<file path="src/common/atlt_pkg.sv">
// constants, types and helpers shared by the link tuning register bank
package atlt_pkg;
    localparam int unsigned CLK_HZ = 200_000_000;
    localparam int unsigned ADR_W = 8;
    localparam int unsigned LVL_W = 12;
    localparam int unsigned FMT_W = 6;

    localparam logic [7:0] LINK_TUNING_CTRL_OFS = 8'hF4;
    localparam logic [31:0] LINK_TUNING_CTRL_RST = 32'h0000_1000;
    localparam logic [15:0] LINK_TUNING_CTRL_WMASK = 16'hB582;

    localparam int unsigned HC_GATE_BIT = 22;
    localparam int unsigned TX_REORDER_OFF_BIT = 15;
    localparam int unsigned THRESH_LSB = 12;
    localparam int unsigned MPEG_STAMP_BIT = 10;
    localparam int unsigned DV_STAMP_BIT = 8;
    localparam int unsigned PRIO_ARB_BIT = 7;
    localparam int unsigned ACCEL_BIT = 1;

    localparam logic [1:0] THR_SEL_2K = 2'h0;
    localparam logic [1:0] THR_SEL_1K7 = 2'h1;
    localparam logic [1:0] THR_SEL_1K = 2'h2;
    localparam logic [1:0] THR_SEL_512 = 2'h3;
    localparam logic [LVL_W-1:0] THR_BYTES_2K = 12'h800;
    localparam logic [LVL_W-1:0] THR_BYTES_1K7 = 12'h6CC;
    localparam logic [LVL_W-1:0] THR_BYTES_1K = 12'h400;
    localparam logic [LVL_W-1:0] THR_BYTES_512 = 12'h200;

    localparam logic [FMT_W-1:0] FMT_MPEG = 6'h20;
    localparam logic [FMT_W-1:0] FMT_DV = 6'h00;

    typedef enum logic [0:0] {
        ST_IDLE,
        ST_SEND
    } atlt_state_t;

    function automatic logic atlt_hit(input logic [ADR_W-1:0] adr);
        atlt_hit = (adr == LINK_TUNING_CTRL_OFS);
    endfunction : atlt_hit

    function automatic logic [15:0] atlt_merge(input logic [15:0] old_v, input logic [15:0] new_v,
                                               input logic [1:0] sel);
        logic [15:0] res;
        res = old_v;
        for (int i = 0; i < 2; i++) begin
            if (sel[i]) begin
                res[i*8 +: 8] = new_v[i*8 +: 8];
            end
        end
        atlt_merge = res & LINK_TUNING_CTRL_WMASK;
    endfunction : atlt_merge

    function automatic logic [LVL_W-1:0] atlt_thr_bytes(input logic [1:0] sel);
        case (sel)
            THR_SEL_1K7: atlt_thr_bytes = THR_BYTES_1K7;
            THR_SEL_1K: atlt_thr_bytes = THR_BYTES_1K;
            THR_SEL_512: atlt_thr_bytes = THR_BYTES_512;
            default: atlt_thr_bytes = THR_BYTES_2K;
        endcase
    endfunction : atlt_thr_bytes
endpackage : atlt_pkg

</file>
<file path="src/common/atlt_bus_if.sv">
// register access carrier between the bus port and the register bank
`timescale 1ns/1ps
`default_nettype none
interface atlt_bus_if;
    logic wr;
    logic rd;
    logic [7:0] adr;
    logic [3:0] sel;
    logic [31:0] wdat;
    logic [31:0] rdat;
    modport port (output wr, output rd, output adr, output sel, output wdat, input rdat);
    modport regs (input wr, input rd, input adr, input sel, input wdat, output rdat);
endinterface : atlt_bus_if
`default_nettype wire

</file>
<file path="src/design/atlt_wb_port.sv">
// classic wishbone slave handshake for the tuning register bank
`timescale 1ns/1ps
`default_nettype none
module atlt_wb_port (
    input wire logic core_clk,
    input wire logic rst_b,
    input wire logic wb_cyc_i,
    input wire logic wb_stb_i,
    input wire logic wb_we_i,
    input wire logic [7:0] wb_adr_i,
    input wire logic [3:0] wb_sel_i,
    input wire logic [31:0] wb_dat_i,
    output logic [31:0] wb_dat_o,
    output logic wb_ack_o,
    atlt_bus_if.port bus
);
    typedef struct packed {
        logic ack;
        logic [31:0] dat;
    } atlt_wbp_t;

    atlt_wbp_t s_reg;
    atlt_wbp_t s_next;

    always_comb begin
        // reads are taken as the request arrives; a write commits only at the edge that completes it
        bus.wr = wb_cyc_i & wb_stb_i & wb_we_i & s_reg.ack;
        bus.rd = wb_cyc_i & wb_stb_i & ~wb_we_i & ~s_reg.ack;
        bus.adr = wb_adr_i;
        bus.sel = wb_sel_i;
        bus.wdat = wb_dat_i;
        s_next = s_reg;
        s_next.ack = wb_cyc_i & wb_stb_i & ~s_reg.ack;
        s_next.dat = bus.rd ? bus.rdat : 32'h0000_0000;
    end

    always_ff @(posedge core_clk or negedge rst_b) begin
        if (!rst_b) begin
            s_reg <= '0;
        end else begin
            s_reg <= s_next;
        end
    end

    assign wb_ack_o = s_reg.ack;
    assign wb_dat_o = s_reg.dat;
endmodule : atlt_wb_port
`default_nettype wire

</file>
<file path="src/design/atlt_stamp.sv">
// picks which transmit streams get the timestamp enhancement
`timescale 1ns/1ps
`default_nettype none
module atlt_stamp (
    input wire logic core_clk,
    input wire logic rst_b,
    input wire logic mpeg_en,
    input wire logic dv_en,
    input wire logic stream_valid,
    input wire logic [5:0] stream_format_code,
    output logic mpeg_fix,
    output logic dv_fix
);
    typedef struct packed {
        logic have;
        logic [5:0] code;
        logic mpeg;
        logic dv;
    } atlt_stamp_t;

    atlt_stamp_t s_reg;
    atlt_stamp_t s_next;

    always_comb begin
        s_next = s_reg;
        if (stream_valid) begin
            s_next.have = 1'b1;
            s_next.code = stream_format_code;
        end
        s_next.mpeg = mpeg_en & s_next.have & (s_next.code == atlt_pkg::FMT_MPEG);
        s_next.dv = dv_en & s_next.have & (s_next.code == atlt_pkg::FMT_DV);
    end

    always_ff @(posedge core_clk or negedge rst_b) begin
        if (!rst_b) begin
            s_reg <= '0;
        end else begin
            s_reg <= s_next;
        end
    end

    assign mpeg_fix = s_reg.mpeg;
    assign dv_fix = s_reg.dv;
endmodule : atlt_stamp
`default_nettype wire

</file>
<file path="src/design/async_tx_link_tuning.sv">
// link tuning register bank and asynchronous transmit start control
// Notes on behaviour
// enhancement bits act only while gate bit set
// software or eeprom load may initialise bits
// bits 31-16, 14, 11, 9 read zero
// reorder-off bit forces in-order transmit
// two-bit field picks initial start threshold
// underrun or retry falls back to 2K
// start at threshold or complete packet
// drained fifo mid-packet flags underrun, store-forward
// 2K threshold sends only complete packets
// retries register cleared forces store-and-forward
// bit 10 enables mpeg stream stamp fix
// bit 8 enables dv stream stamp fix
// bit 7 enables priority arbitration
// bit 1 tells phy acceleration is supported
// bits 5-2 and 0 read zero
// writes to fixed bits are ignored
//
// Design decision made here: register access over Wishbone.
`timescale 1ns/1ps
`default_nettype none
module async_tx_link_tuning (
    input wire logic core_clk,
    input wire logic rst_b,
    input wire logic wb_cyc_i,
    input wire logic wb_stb_i,
    input wire logic wb_we_i,
    input wire logic [7:0] wb_adr_i,
    input wire logic [3:0] wb_sel_i,
    input wire logic [31:0] wb_dat_i,
    output logic [31:0] wb_dat_o,
    output logic wb_ack_o,
    input wire logic ee_load_valid,
    input wire logic [15:0] ee_load_data,
    input wire logic [31:0] hc_ctrl,
    input wire logic [31:0] async_tx_retry_limits,
    input wire logic [11:0] fifo_level,
    input wire logic fifo_empty,
    input wire logic pkt_pending,
    input wire logic pkt_complete,
    input wire logic pkt_retry,
    input wire logic tx_end,
    input wire logic stream_valid,
    input wire logic [5:0] stream_format_code,
    output logic tx_go,
    output logic tx_underrun,
    output logic tx_store_fwd,
    output logic tx_reorder_off,
    output logic prio_arb_en,
    output logic phy_accel_en,
    output logic mpeg_stamp_fix_en,
    output logic dv_stamp_fix_en
);
    typedef struct packed {
        logic [15:0] ltc;
        logic sf_lat;
        atlt_pkg::atlt_state_t st;
        logic go;
        logic unr;
        logic sf;
        logic reorder;
        logic prio;
        logic accel;
    } atlt_top_t;

    atlt_top_t s_reg;
    atlt_top_t s_next;
    atlt_bus_if bus ();

    logic gate_on;
    logic [15:0] eff;
    logic sf_now;
    logic start_ok;
    logic thr_wr;

    atlt_wb_port i_atlt_wb_port (
        .core_clk(core_clk),
        .rst_b(rst_b),
        .wb_cyc_i(wb_cyc_i),
        .wb_stb_i(wb_stb_i),
        .wb_we_i(wb_we_i),
        .wb_adr_i(wb_adr_i),
        .wb_sel_i(wb_sel_i),
        .wb_dat_i(wb_dat_i),
        .wb_dat_o(wb_dat_o),
        .wb_ack_o(wb_ack_o),
        .bus(bus.port)
    );

    atlt_stamp i_atlt_stamp (
        .core_clk(core_clk),
        .rst_b(rst_b),
        .mpeg_en(eff[atlt_pkg::MPEG_STAMP_BIT]),
        .dv_en(eff[atlt_pkg::DV_STAMP_BIT]),
        .stream_valid(stream_valid),
        .stream_format_code(stream_format_code),
        .mpeg_fix(mpeg_stamp_fix_en),
        .dv_fix(dv_stamp_fix_en)
    );

    always_comb begin
        // reserved and fixed bits are masked out of the stored word and read back as zero
        bus.rdat = 32'h0000_0000;
        if (atlt_pkg::atlt_hit(bus.adr)) begin
            bus.rdat = {16'h0000, s_reg.ltc & atlt_pkg::LINK_TUNING_CTRL_WMASK};
        end
    end

    always_comb begin
        // with the gate off every output except the read data behaves as if the reset settings were stored
        gate_on = hc_ctrl[atlt_pkg::HC_GATE_BIT];
        eff = gate_on ? s_reg.ltc : atlt_pkg::LINK_TUNING_CTRL_RST[15:0];
        // retried packets, a latched earlier underrun and zero retries all wait for the whole packet
        sf_now = (eff[atlt_pkg::THRESH_LSB +: 2] == atlt_pkg::THR_SEL_2K)
               | s_reg.sf_lat
               | pkt_retry
               | (async_tx_retry_limits == 32'h0000_0000);
        start_ok = pkt_complete
                 | (~sf_now & (fifo_level >= atlt_pkg::atlt_thr_bytes(eff[atlt_pkg::THRESH_LSB +: 2])));
        thr_wr = bus.wr & atlt_pkg::atlt_hit(bus.adr) & bus.sel[1];
    end

    always_comb begin
        s_next = s_reg;
        s_next.go = 1'b0;
        s_next.unr = 1'b0;
        if (ee_load_valid) begin
            s_next.ltc = ee_load_data & atlt_pkg::LINK_TUNING_CTRL_WMASK;
        end
        // a bus write in the same cycle as a load lands on top of it
        if (bus.wr && atlt_pkg::atlt_hit(bus.adr)) begin
            s_next.ltc = atlt_pkg::atlt_merge(s_next.ltc, bus.wdat[15:0], bus.sel[1:0]);
        end
        // rewriting the threshold re-arms cut-through; an underrun in the same cycle wins
        if (thr_wr || ee_load_valid) begin
            s_next.sf_lat = 1'b0;
        end
        case (s_reg.st)
            atlt_pkg::ST_IDLE: begin
                if (pkt_pending && start_ok) begin
                    s_next.go = 1'b1;
                    s_next.st = atlt_pkg::ST_SEND;
                end
            end
            atlt_pkg::ST_SEND: begin
                if (tx_end) begin
                    s_next.st = atlt_pkg::ST_IDLE;
                end else if (fifo_empty && !pkt_complete) begin
                    s_next.unr = 1'b1;
                    s_next.sf_lat = 1'b1;
                    s_next.st = atlt_pkg::ST_IDLE;
                end
            end
            default: begin
                s_next.st = atlt_pkg::ST_IDLE;
            end
        endcase
        s_next.sf = sf_now;
        s_next.reorder = eff[atlt_pkg::TX_REORDER_OFF_BIT];
        s_next.prio = eff[atlt_pkg::PRIO_ARB_BIT];
        s_next.accel = eff[atlt_pkg::ACCEL_BIT];
    end

    always_ff @(posedge core_clk or negedge rst_b) begin
        if (!rst_b) begin
            s_reg <= '0;
            s_reg.ltc <= atlt_pkg::LINK_TUNING_CTRL_RST[15:0];
            s_reg.st <= atlt_pkg::ST_IDLE;
        end else begin
            s_reg <= s_next;
        end
    end

    assign tx_go = s_reg.go;
    assign tx_underrun = s_reg.unr;
    assign tx_store_fwd = s_reg.sf;
    assign tx_reorder_off = s_reg.reorder;
    assign prio_arb_en = s_reg.prio;
    assign phy_accel_en = s_reg.accel;
endmodule : async_tx_link_tuning
`default_nettype wire

</file>
<file path="config.mk">
export PLATFORM = sky130hd
export DESIGN_NAME = async_tx_link_tuning
export DESIGN_NICKNAME = d
export VERILOG_FILES = /design/src/common/atlt_pkg.sv /design/src/common/atlt_bus_if.sv /design/src/design/atlt_wb_port.sv /design/src/design/atlt_stamp.sv /design/src/design/async_tx_link_tuning.sv
export SDC_FILE = /design/constraint.sdc
export NUM_CORES = 1
export LEC_CHECK = 0
export BUFFER_PORTS_ARGS = -buffer_cell sky130_fd_sc_hd__buf_2
export CAP_MARGIN = 20
export CORE_UTILIZATION = 43
export CTS_CLUSTER_DIAMETER = 150
export DETAILED_ROUTE_END_ITERATION = 7
export PLACE_DENSITY = 0.83
export SETUP_SLACK_MARGIN = 0.2
export SLEW_MARGIN = 30
export SYNTH_ARGS = -nofsm -noshare
export SYNTH_HDL_FRONTEND = slang
export SYNTH_HIERARCHICAL = 1
export SYNTH_SLANG_ARGS = --single-unit
</file>
<file path="constraint.sdc">
create_clock -name core_clk -period 2.9 [get_ports core_clk]
set_input_delay 0.58 -clock core_clk [delete_from_list [all_inputs] [get_ports core_clk]]
set_output_delay 0.58 -clock core_clk [all_outputs]
set_load 0.05 [all_outputs]
</file>
==> results.ini, run 1 <==
[power]
internal_power_uw=1420
p_switching_uw=501
pwr-share-comb_pct=15.0
pwr-share-seq_pct=44.8
switching_share_pct=26.0
power.density_nw_per_um2=544
clkPwrFrac_pct=40.1
p_leak_uw=0.00193
vdd_ir_drop_max_mv=0.275

[floorplan]
core_area_um2=5960
start_util_pct=44.8
die_area_um2=6520
ios=195
rows=28
die_w_um=80.7
die_y_um=80.7

[worst_hold_path]
hold_class=in2async

[timing]
drv_slew=0
skew_ps=6.13
min_period_ps=2460
rsz0062_at_grt=false
finalSetupViolCount=0
min_period_over_period_pct=84.7
tns_ps=0
worst_slack_ps=444
max_slew.worst_pin.slew_ps=704
fmax_mhz=407
hold_viol_final=0
relSlewSlack_pct=53.1

[clock_tree]
insertion_delay_ps=320
cts_tree=done
post-cts-setup-buffer-count=0
root_buffer=clkbuf_8
post_cts_resized=0
clk_pin_slew_ps=70
htreeDepth=3
clockBufferDepth=2
holdBufCountCts=0
cts_made_buffers=9
cts.sinks=57

[critical_path]
crit_arrival_ps=2660
critPathCaptureType=register
crit_type=reg2reg
start_kind=register
required_ps=3100
cp_max_fo=5
rr_worst_depth=9

[cells_and_area]
area_growth_syn_to_layout_pct=32.6
layout-drive-gt1-share_pct=47.5
finish.utilization_pct=59.3
num_antenna_cells=0
num-fill-cells=541
largest_reg_flops=32
finalNetCount=532

[routing]
ant_nets=0
wirelength_mm=5.45
via_count=2055
firstDrtPassIters=4
drc=0
post_drt_wl_per_cell_um=12.1
viasPerCell=4.57
drt_iter0_markers=46

[logic_synthesis]
synth_area_um2=2670
syn_inst=229
yosysWarnings=6
avgSynthCellArea_um2=11.6

[placement]
hpwl_mm=4.32
io_buffers=127
gp_congestion=0.776
post-place-ws_ps=242

[outcome]
status=finished clean

[grt]
grt_pass1_wl_mm=8.46
grt_pass1_vias=1931
grt-ovfl-total=0
track_usage_pct=17.8
antenna_found_initial=0
grt_max_degree=58

[job]
maxCapViolCount=0

[layer usage]
metal / track usage, % / up-vias / routed length (um)
met5: 0 / - / 0
met4: 7.50 / 0 / 69
met3: 5.39 / 5 / 440
met2: 31.3 / 97 / 2810
met1: 20.0 / 938 / 2130
li1: - / 1015 / -
[final timing paths]
path | startpoint | to | slack, ps
min | rst_b | i_atlt_wb_port/wb_dat_o[27] | 390
max in group asynchronous | rst_b | i_atlt_wb_port/wb_dat_o[12] | 2050
max reg2reg | s_reg[20] | s_reg[6] | 440
max | s_reg[20] | s_reg[6] | 440
min in group core_clk | tx_end | tx_underrun | 450
min reg2reg | i_atlt_wb_port/wb_ack_o | i_atlt_wb_port/wb_ack_o | 480
[through the flow]
| stage | area [um^2] | total power [uW] | instances | hold slack, ps |
|---|---|---|---|---|
| 6_report | 3530 | 1920 | 450 | 387 |
| 5_1_grt | 3530 | 2020 | 450 | 437 |
| 4_1_cts | 3530 | 1950 | 450 | 411 |
| 3_5_place_dp | 3320 | 1170 | 434 | 472 |
| 3_3_place_gp | 3320 | 1160 | 434 | 454 |
| 2_1_floorplan | 2760 | 1070 | 253 | 284 |
[cell usage in the layout, fill, tap and decap left out, types with 8 or more instances in the layout]
master / instances
nor2_1: 13
and2_1: 32
buf_2: 127
dfrtp_1: 56
nand2_1: 9
a21oi_1: 9
nor4_1: 8
and2_2: 12
ha_1: 8
clkbuf_8: 12
conb_1: 25
[critical path: stages, from the launching register on]
cell and delay [ps]:
dfstp_2 540, nand2b_1 180, ha_1 260, inv_1 90
ha_1 280, nor2_1 90, and4bb_1 230, a2111oi_2 350
a311o_2 250, a21oi_2 50
[final cells by class]
cell class              count  area [um^2]  share of cell area (%)
flip-flops and latches     57         1430                    40.4
inverters                   7         26.3                   0.743
multi-input cells         166         1120                    31.7
repair buffers            129          651                    18.4
well taps                  75         93.8                    2.65
clock buffers              12          165                    4.67
clock inverters             4         50.0                    1.42
[power groups by stage]
stage | clock, uW | sequential (uW) | combinational (uW)
2_1_floorplan | 0 | 933 | 133
3_3_place_gp | 0 | 875 | 282
3_5_place_dp | 0 | 877 | 292
4_1_cts | 795 | 862 | 292
5_1_grt | 830 | 868 | 318
6_report | 772 | 862 | 289
No activity file was read; power rests on OpenSTA's default activity.
==> inputs of run 2 (changes only) <==
- ABC_AREA: default -> 1
- CORE_UTILIZATION: 43 -> 39
- PLACE_DENSITY: 0.83 -> 0.78
- clock period: 2.9 -> 2.1 ns (I/O delays scaled with it)
==> results.ini, run 2 <==
[logic_synthesis]
yosysWarnings=6  ; unchanged
synth_area_um2=2840  ; +6.5%
avgSynthCellArea_um2=8.11  ; -30%
syn_inst=350  ; +53%

[timing]
skew_ps=6.60  ; +0.463 ps
relSlewSlack_pct=60.6  ; +7.6 points
min_period_ps=1870  ; -581 ps
min_period_over_period_pct=89.2  ; +4.6 points
hold_viol_final=0  ; unchanged
max_slew.worst_pin.slew_ps=590  ; -113 ps
rsz0062_at_grt=true
fmax_mhz=534  ; +31%
drv_slew=0  ; unchanged
finalSetupViolCount=0  ; unchanged
tns_ps=0  ; unchanged
whs_ps=99.8  ; -287 ps

[grt]
grt_pass1_wl_mm=9.65  ; +14%
antenna_found_initial=0  ; unchanged
track_usage_pct=16.7  ; -1.1 points
grt_max_degree=33  ; -43%
grt_pass1_vias=2278  ; +18%
grt-ovfl-total=0  ; unchanged

[power]
vdd_ir_drop_max_mv=0.272  ; -1.1%
p_leak_uw=0.00219  ; +13%
power.density_nw_per_um2=685  ; +26%

[job]
maxCapViolCount=0  ; unchanged

[clock_tree]
holdBufCountCts=0  ; unchanged
cts_made_buffers=9  ; unchanged
clk_pin_slew_ps=60  ; about the same
htreeDepth=3  ; unchanged
root_buffer=clkbuf_8
cts_tree=done
insertion_delay_ps=320  ; about the same
cts.sinks=57  ; unchanged
clockBufferDepth=2  ; unchanged

[floorplan]
die_area_um2=7620  ; +17%
start_util_pct=41.1  ; -3.7 points
die_y_um=87.3  ; +8.1%
core_area_um2=6910  ; +16%
ios=195  ; unchanged
rows=30  ; +7.1%
die_w_um=87.3  ; +8.1%

[critical_path]
critPathCaptureType=register
crit_slowest_cell=dfstp_2
cp_top_family=simple AND/OR/NAND/NOR gates
path_cells=inv_4, nand2_8, inv_4, ha_4, inv_4, ha_4, nand2_4, nand3_2, nor2_1, nand2_1, nand2_1, nand2_1, nand2_1, nand2_1, nand2_1, nand2_1
crit_type=reg2reg
cp.buffers_inverters=3  ; +2
cp_max_fo=4  ; -1
required_ps=2300  ; -800 ps
critPathMaxStageDelay_ps=540  ; about the same
cpMostUsedCell=nand2_1
crit_arrival_ps=2080  ; -580 ps
crit_cells=16  ; +7
rr_worst_depth=16  ; +7
start_kind=register

[routing]
ant_nets=0  ; unchanged
firstDrtPassIters=5  ; +1
via_count=2399  ; +17%
post_drt_wl_per_cell_um=9.96  ; -18%
drc=0  ; unchanged
drt_iter0_markers=51  ; +11%
viasPerCell=4.02  ; -12%
wirelength_mm=5.95  ; +9.2%

[placement]
placed_cells=576  ; +33%
gp_congestion=0.804  ; +3.6%
io_buffers=127  ; unchanged
hpwl_mm=4.63  ; +7.1%

[worst_hold_path]
hold_class=in2async

[cells_and_area]
area_growth_syn_to_layout_pct=37.4
finalNetCount=658  ; +24%
fin_cells=597  ; +33%
largest_reg_flops=32  ; unchanged
layout-drive-gt1-share_pct=38.5  ; -8.9 points
num_antenna_cells=0  ; unchanged
final_common_cell=buf_2
final_cell_mix=buf_2, nor2_1, inv_1

[outcome]
status=finished clean

-- run 2: power breakdown --
| group | internal [uW] | total, uW | switching (uW) |
|---|---|---|---|
| Combinational | 184 | 472 | 288 |
| Sequential | 1150 | 1170 | 20.2 |
| Clock | 644 | 1030 | 387 |
| Total | 1980 | 2670 | 696 |
-- run 2: path summary, 6_finish.rpt --
check / from / endpoint / slack (ps)
max in group asynchronous: rst_b / s_reg[20] / 1360
worst max-delay path: s_reg[20] / s_reg[6] / 230
worst min-delay path: rst_b / i_atlt_wb_port/wb_dat_o[22] / 100
worst max register to register: s_reg[20] / s_reg[6] / 230
worst min register to register: i_atlt_stamp/s_reg[4] / i_atlt_stamp/s_reg[4] / 460
min in group core_clk: stream_format_code[0] / i_atlt_stamp/s_reg[2] / 330
-- run 2: worst reg2reg max path, cell delays in order (launching register included) --
cell and delay, ps:
dfstp_2 540, inv_4 50, nand2_8 80, inv_4 40, ha_4 160, inv_4 60
ha_4 220, nand2_4 60, nand3_2 70, nor2_1 90, nand2_1 50, nand2_1 60
nand2_1 60, nand2_1 60, nand2_1 40, nand2_1 70, nand2_1 60
-- run 2: final cells by class --
| cell class | instances | area [um^2] |
|---|---|---|
| fill | 662 | 3010 |
| sequential | 57 | 1430 |
| multi-input combinational | 222 | 1160 |
| timing repair buffer | 134 | 701 |
| inverter | 72 | 283 |
| clock buffer | 14 | 173 |
| tap | 96 | 120 |
| clock inverter | 2 | 35.0 |
-- run 2: timing repair --
item | in CTS | in global routing
buffers inserted | 2 | 3
pin swaps | 2 | 9
setup endpoints to repair | 2 | 2
resized for setup | 12 | 13
gates cloned | 0 | 0
-- run 2: per-stage QoR --
| step | total power [uW] | util (%) | instance area [um^2] | worst slack (ps) |
|---|---|---|---|---|
| after floorplan | 1460 | - | 2930 | 245 |
| after global placement | 1580 | 51.0 | 3520 | 113 |
| after detailed placement | 1590 | 51.0 | 3520 | 41.1 |
| after CTS | 2670 | 55.2 | 3810 | 217 |
| after global routing | 2810 | 56.5 | 3900 | 142 |
| final | 2670 | 56.5 | 3900 | 226 |
-- run 2: per-layer routing --
metal  global-route usage, %  vias to the layer above  wire, um
met5                       0                        -         0
met4                    8.79                        0        87
met3                    4.93                        8       339
met2                    28.8                       73      2970
met1                    18.6                     1048      2550
li1                        -                     1270         -
==> inputs of run 3 (changes only) <==
- GPL_ROUTABILITY_DRIVEN: default -> 0
- PLACE_DENSITY: 0.78 -> 0.79
==> results.ini, run 3 (synthesized netlist as in run 2, its figures left out) <==
[cells_and_area]
num_antenna_cells=0  ; unchanged
final_common_cell=buf_2
register_area_um2=1430  ; unchanged
largest_reg_flops=32  ; unchanged
finalNetCount=655  ; -0.46%
num-fill-cells=669  ; +1.1%
multi_input_area_um2=1140  ; -1.6%
final_cell_mix=buf_2, nor2_1, inv_1
area_growth_syn_to_layout_pct=37.4  ; unchanged
layout-drive-gt1-share_pct=38.2  ; -0.37 points

[timing]
max_slew.worst_pin.slew_ps=635  ; +44.6 ps
rsz0062_at_grt=true
worst_slack_ps=192  ; -34.3 ps
min_period_ps=1910  ; +34.3 ps
hold_viol_final=0  ; unchanged
drv_slew=0  ; unchanged
skew_ps=6.63  ; +0.0324 ps
finalSetupViolCount=0  ; unchanged
relSlewSlack_pct=57.7  ; -3.0 points
min_period_over_period_pct=90.9  ; +1.6 points
tns_ps=0  ; unchanged
fmax_mhz=524  ; -1.8%

[routing]
firstDrtPassIters=4  ; -1
wirelength_mm=5.94  ; -0.15%
drc=0  ; unchanged
via_count=2381  ; -0.75%
ant_nets=0  ; unchanged
viasPerCell=4.01  ; -0.25%
drt_iter0_markers=39  ; -24%
post_drt_wl_per_cell_um=10.0  ; +0.35%

[critical_path]
required_ps=2320  ; +20 ps
critPathCaptureType=register
cp_max_fo=4  ; unchanged
crit_arrival_ps=2130  ; +50 ps
crit_type=reg2reg
start_kind=register

[outcome]
status=finished clean

[clock_tree]
cts_tree=done
insertion_delay_ps=320  ; about the same
clk_pin_slew_ps=60  ; about the same
cts_made_buffers=9  ; unchanged
cts.sinks=57  ; unchanged
root_buffer=clkbuf_8
htreeDepth=3  ; unchanged
clockBufferDepth=2  ; unchanged

[placement]
post-place-ws_ps=57.4  ; +16.3 ps
hpwl_mm=4.74  ; +2.4%
io_buffers=127  ; unchanged

[power]
p_switching_uw=705  ; +1.3%
p_leak_uw=0.00219  ; about the same
pwr-share-seq_pct=40.5  ; -3.2 points
internal_power_uw=2170  ; +10%
clkPwrFrac_pct=43.8  ; +5.2 points
power.density_nw_per_um2=738  ; +7.8%
vdd_ir_drop_max_mv=0.466  ; +71%
pwr-share-comb_pct=15.7  ; -2.0 points
switching_share_pct=24.5  ; -1.6 points

[job]
maxCapViolCount=0  ; unchanged

[floorplan]
die_w_um=87.3  ; unchanged
die_area_um2=7620  ; unchanged
start_util_pct=41.1  ; unchanged
die_y_um=87.3  ; unchanged
core_area_um2=6910  ; unchanged
ios=195  ; unchanged
rows=30  ; unchanged

[worst_hold_path]
hold_class=in2async

[grt]
grt_max_degree=33  ; unchanged
grt-ovfl-total=0  ; unchanged
grt_pass1_vias=2422  ; +6.3%
track_usage_pct=17.5  ; +0.79 points
antenna_found_initial=0  ; unchanged
grt_pass1_wl_mm=10.1  ; +5.1%

[run 3: final cells by class]
class                           count  area share [%]
Sequential cell                    57            36.6
Inverter                           72            7.12
Timing Repair Buffer              131            17.4
Multi-Input combinational cell    222            29.3
Clock buffer                       12            3.98
Clock inverter                      4            2.53
Tap cell                           96            3.08
[run 3: timing repair]
| item | CTS | global route |
|---|---|---|
| pin swaps | 2 | 5 |
| setup endpoints to repair | 2 | 2 |
| setup buffers | 1 | 0 |
| hold buffers | 0 | 0 |
| gates resized for setup | 15 | 5 |
| endpoints found under the hold margin | 0 | 0 |
[run 3: through the flow]
stage	instances	cell area [um^2]	util, %	total power (uW)	hold WS (ps)
after floorplan	374	2930	-	1460	124
after global placement	577	3530	51.1	1580	430
after detailed placement	577	3530	51.1	1600	457
after CTS	594	3870	56.1	2900	117
after global routing	594	3900	56.5	3030	144
final	594	3900	56.5	2880	113
[run 3: worst paths after layout]
check                                       from                          end  slack [ps]  depth (start not counted)
max                                    s_reg[20]                     s_reg[6]         190                         16
min                                        rst_b   i_atlt_wb_port/wb_dat_o[3]         110                          1
max reg2reg                            s_reg[20]                     s_reg[6]         190                         16
min reg2reg                i_atlt_stamp/s_reg[8]        i_atlt_stamp/s_reg[8]         460                          2
max in group asynchronous                  rst_b  i_atlt_wb_port/wb_dat_o[31]        1430                          2
min in group core_clk      stream_format_code[1]        i_atlt_stamp/s_reg[3]         320                          3
[run 3: power by group through the flow]
stage          Sequential [uW]  Combinational, uW  Clock [uW]
3_3_place_gp              1180                398           0
3_5_place_dp              1190                411           0
2_1_floorplan             1260                197           0
5_1_grt                   1170                510        1350
4_1_cts                   1170                440        1300
6_report                  1170                451        1260
[run 3: worst max-delay path, cell delays in order, from the launching register on]
cell,delay [ps]
dfstp_2,520
inv_2,50
nand2_4,110
inv_4,50
ha_4,160
inv_2,60
ha_4,200
nand2_2,80
nand3_2,80
nor2_2,110
nand2_1,50
nand2_1,60
nand2_1,50
nand2_1,60
nand2_1,40
nand2_1,60
nand2_1,50
[run 3: layer usage]
| layer | share of wire (%) | track usage [%] | vias up |
|---|---|---|---|
| met2 | 52 | 30.9 | 68 |
| met5 | 0 | 0 | - |
| li1 | - | - | 1261 |
| met3 | 5.6 | 5.59 | 7 |
| met4 | 1.2 | 7.00 | 0 |
| met1 | 41 | 19.5 | 1045 |
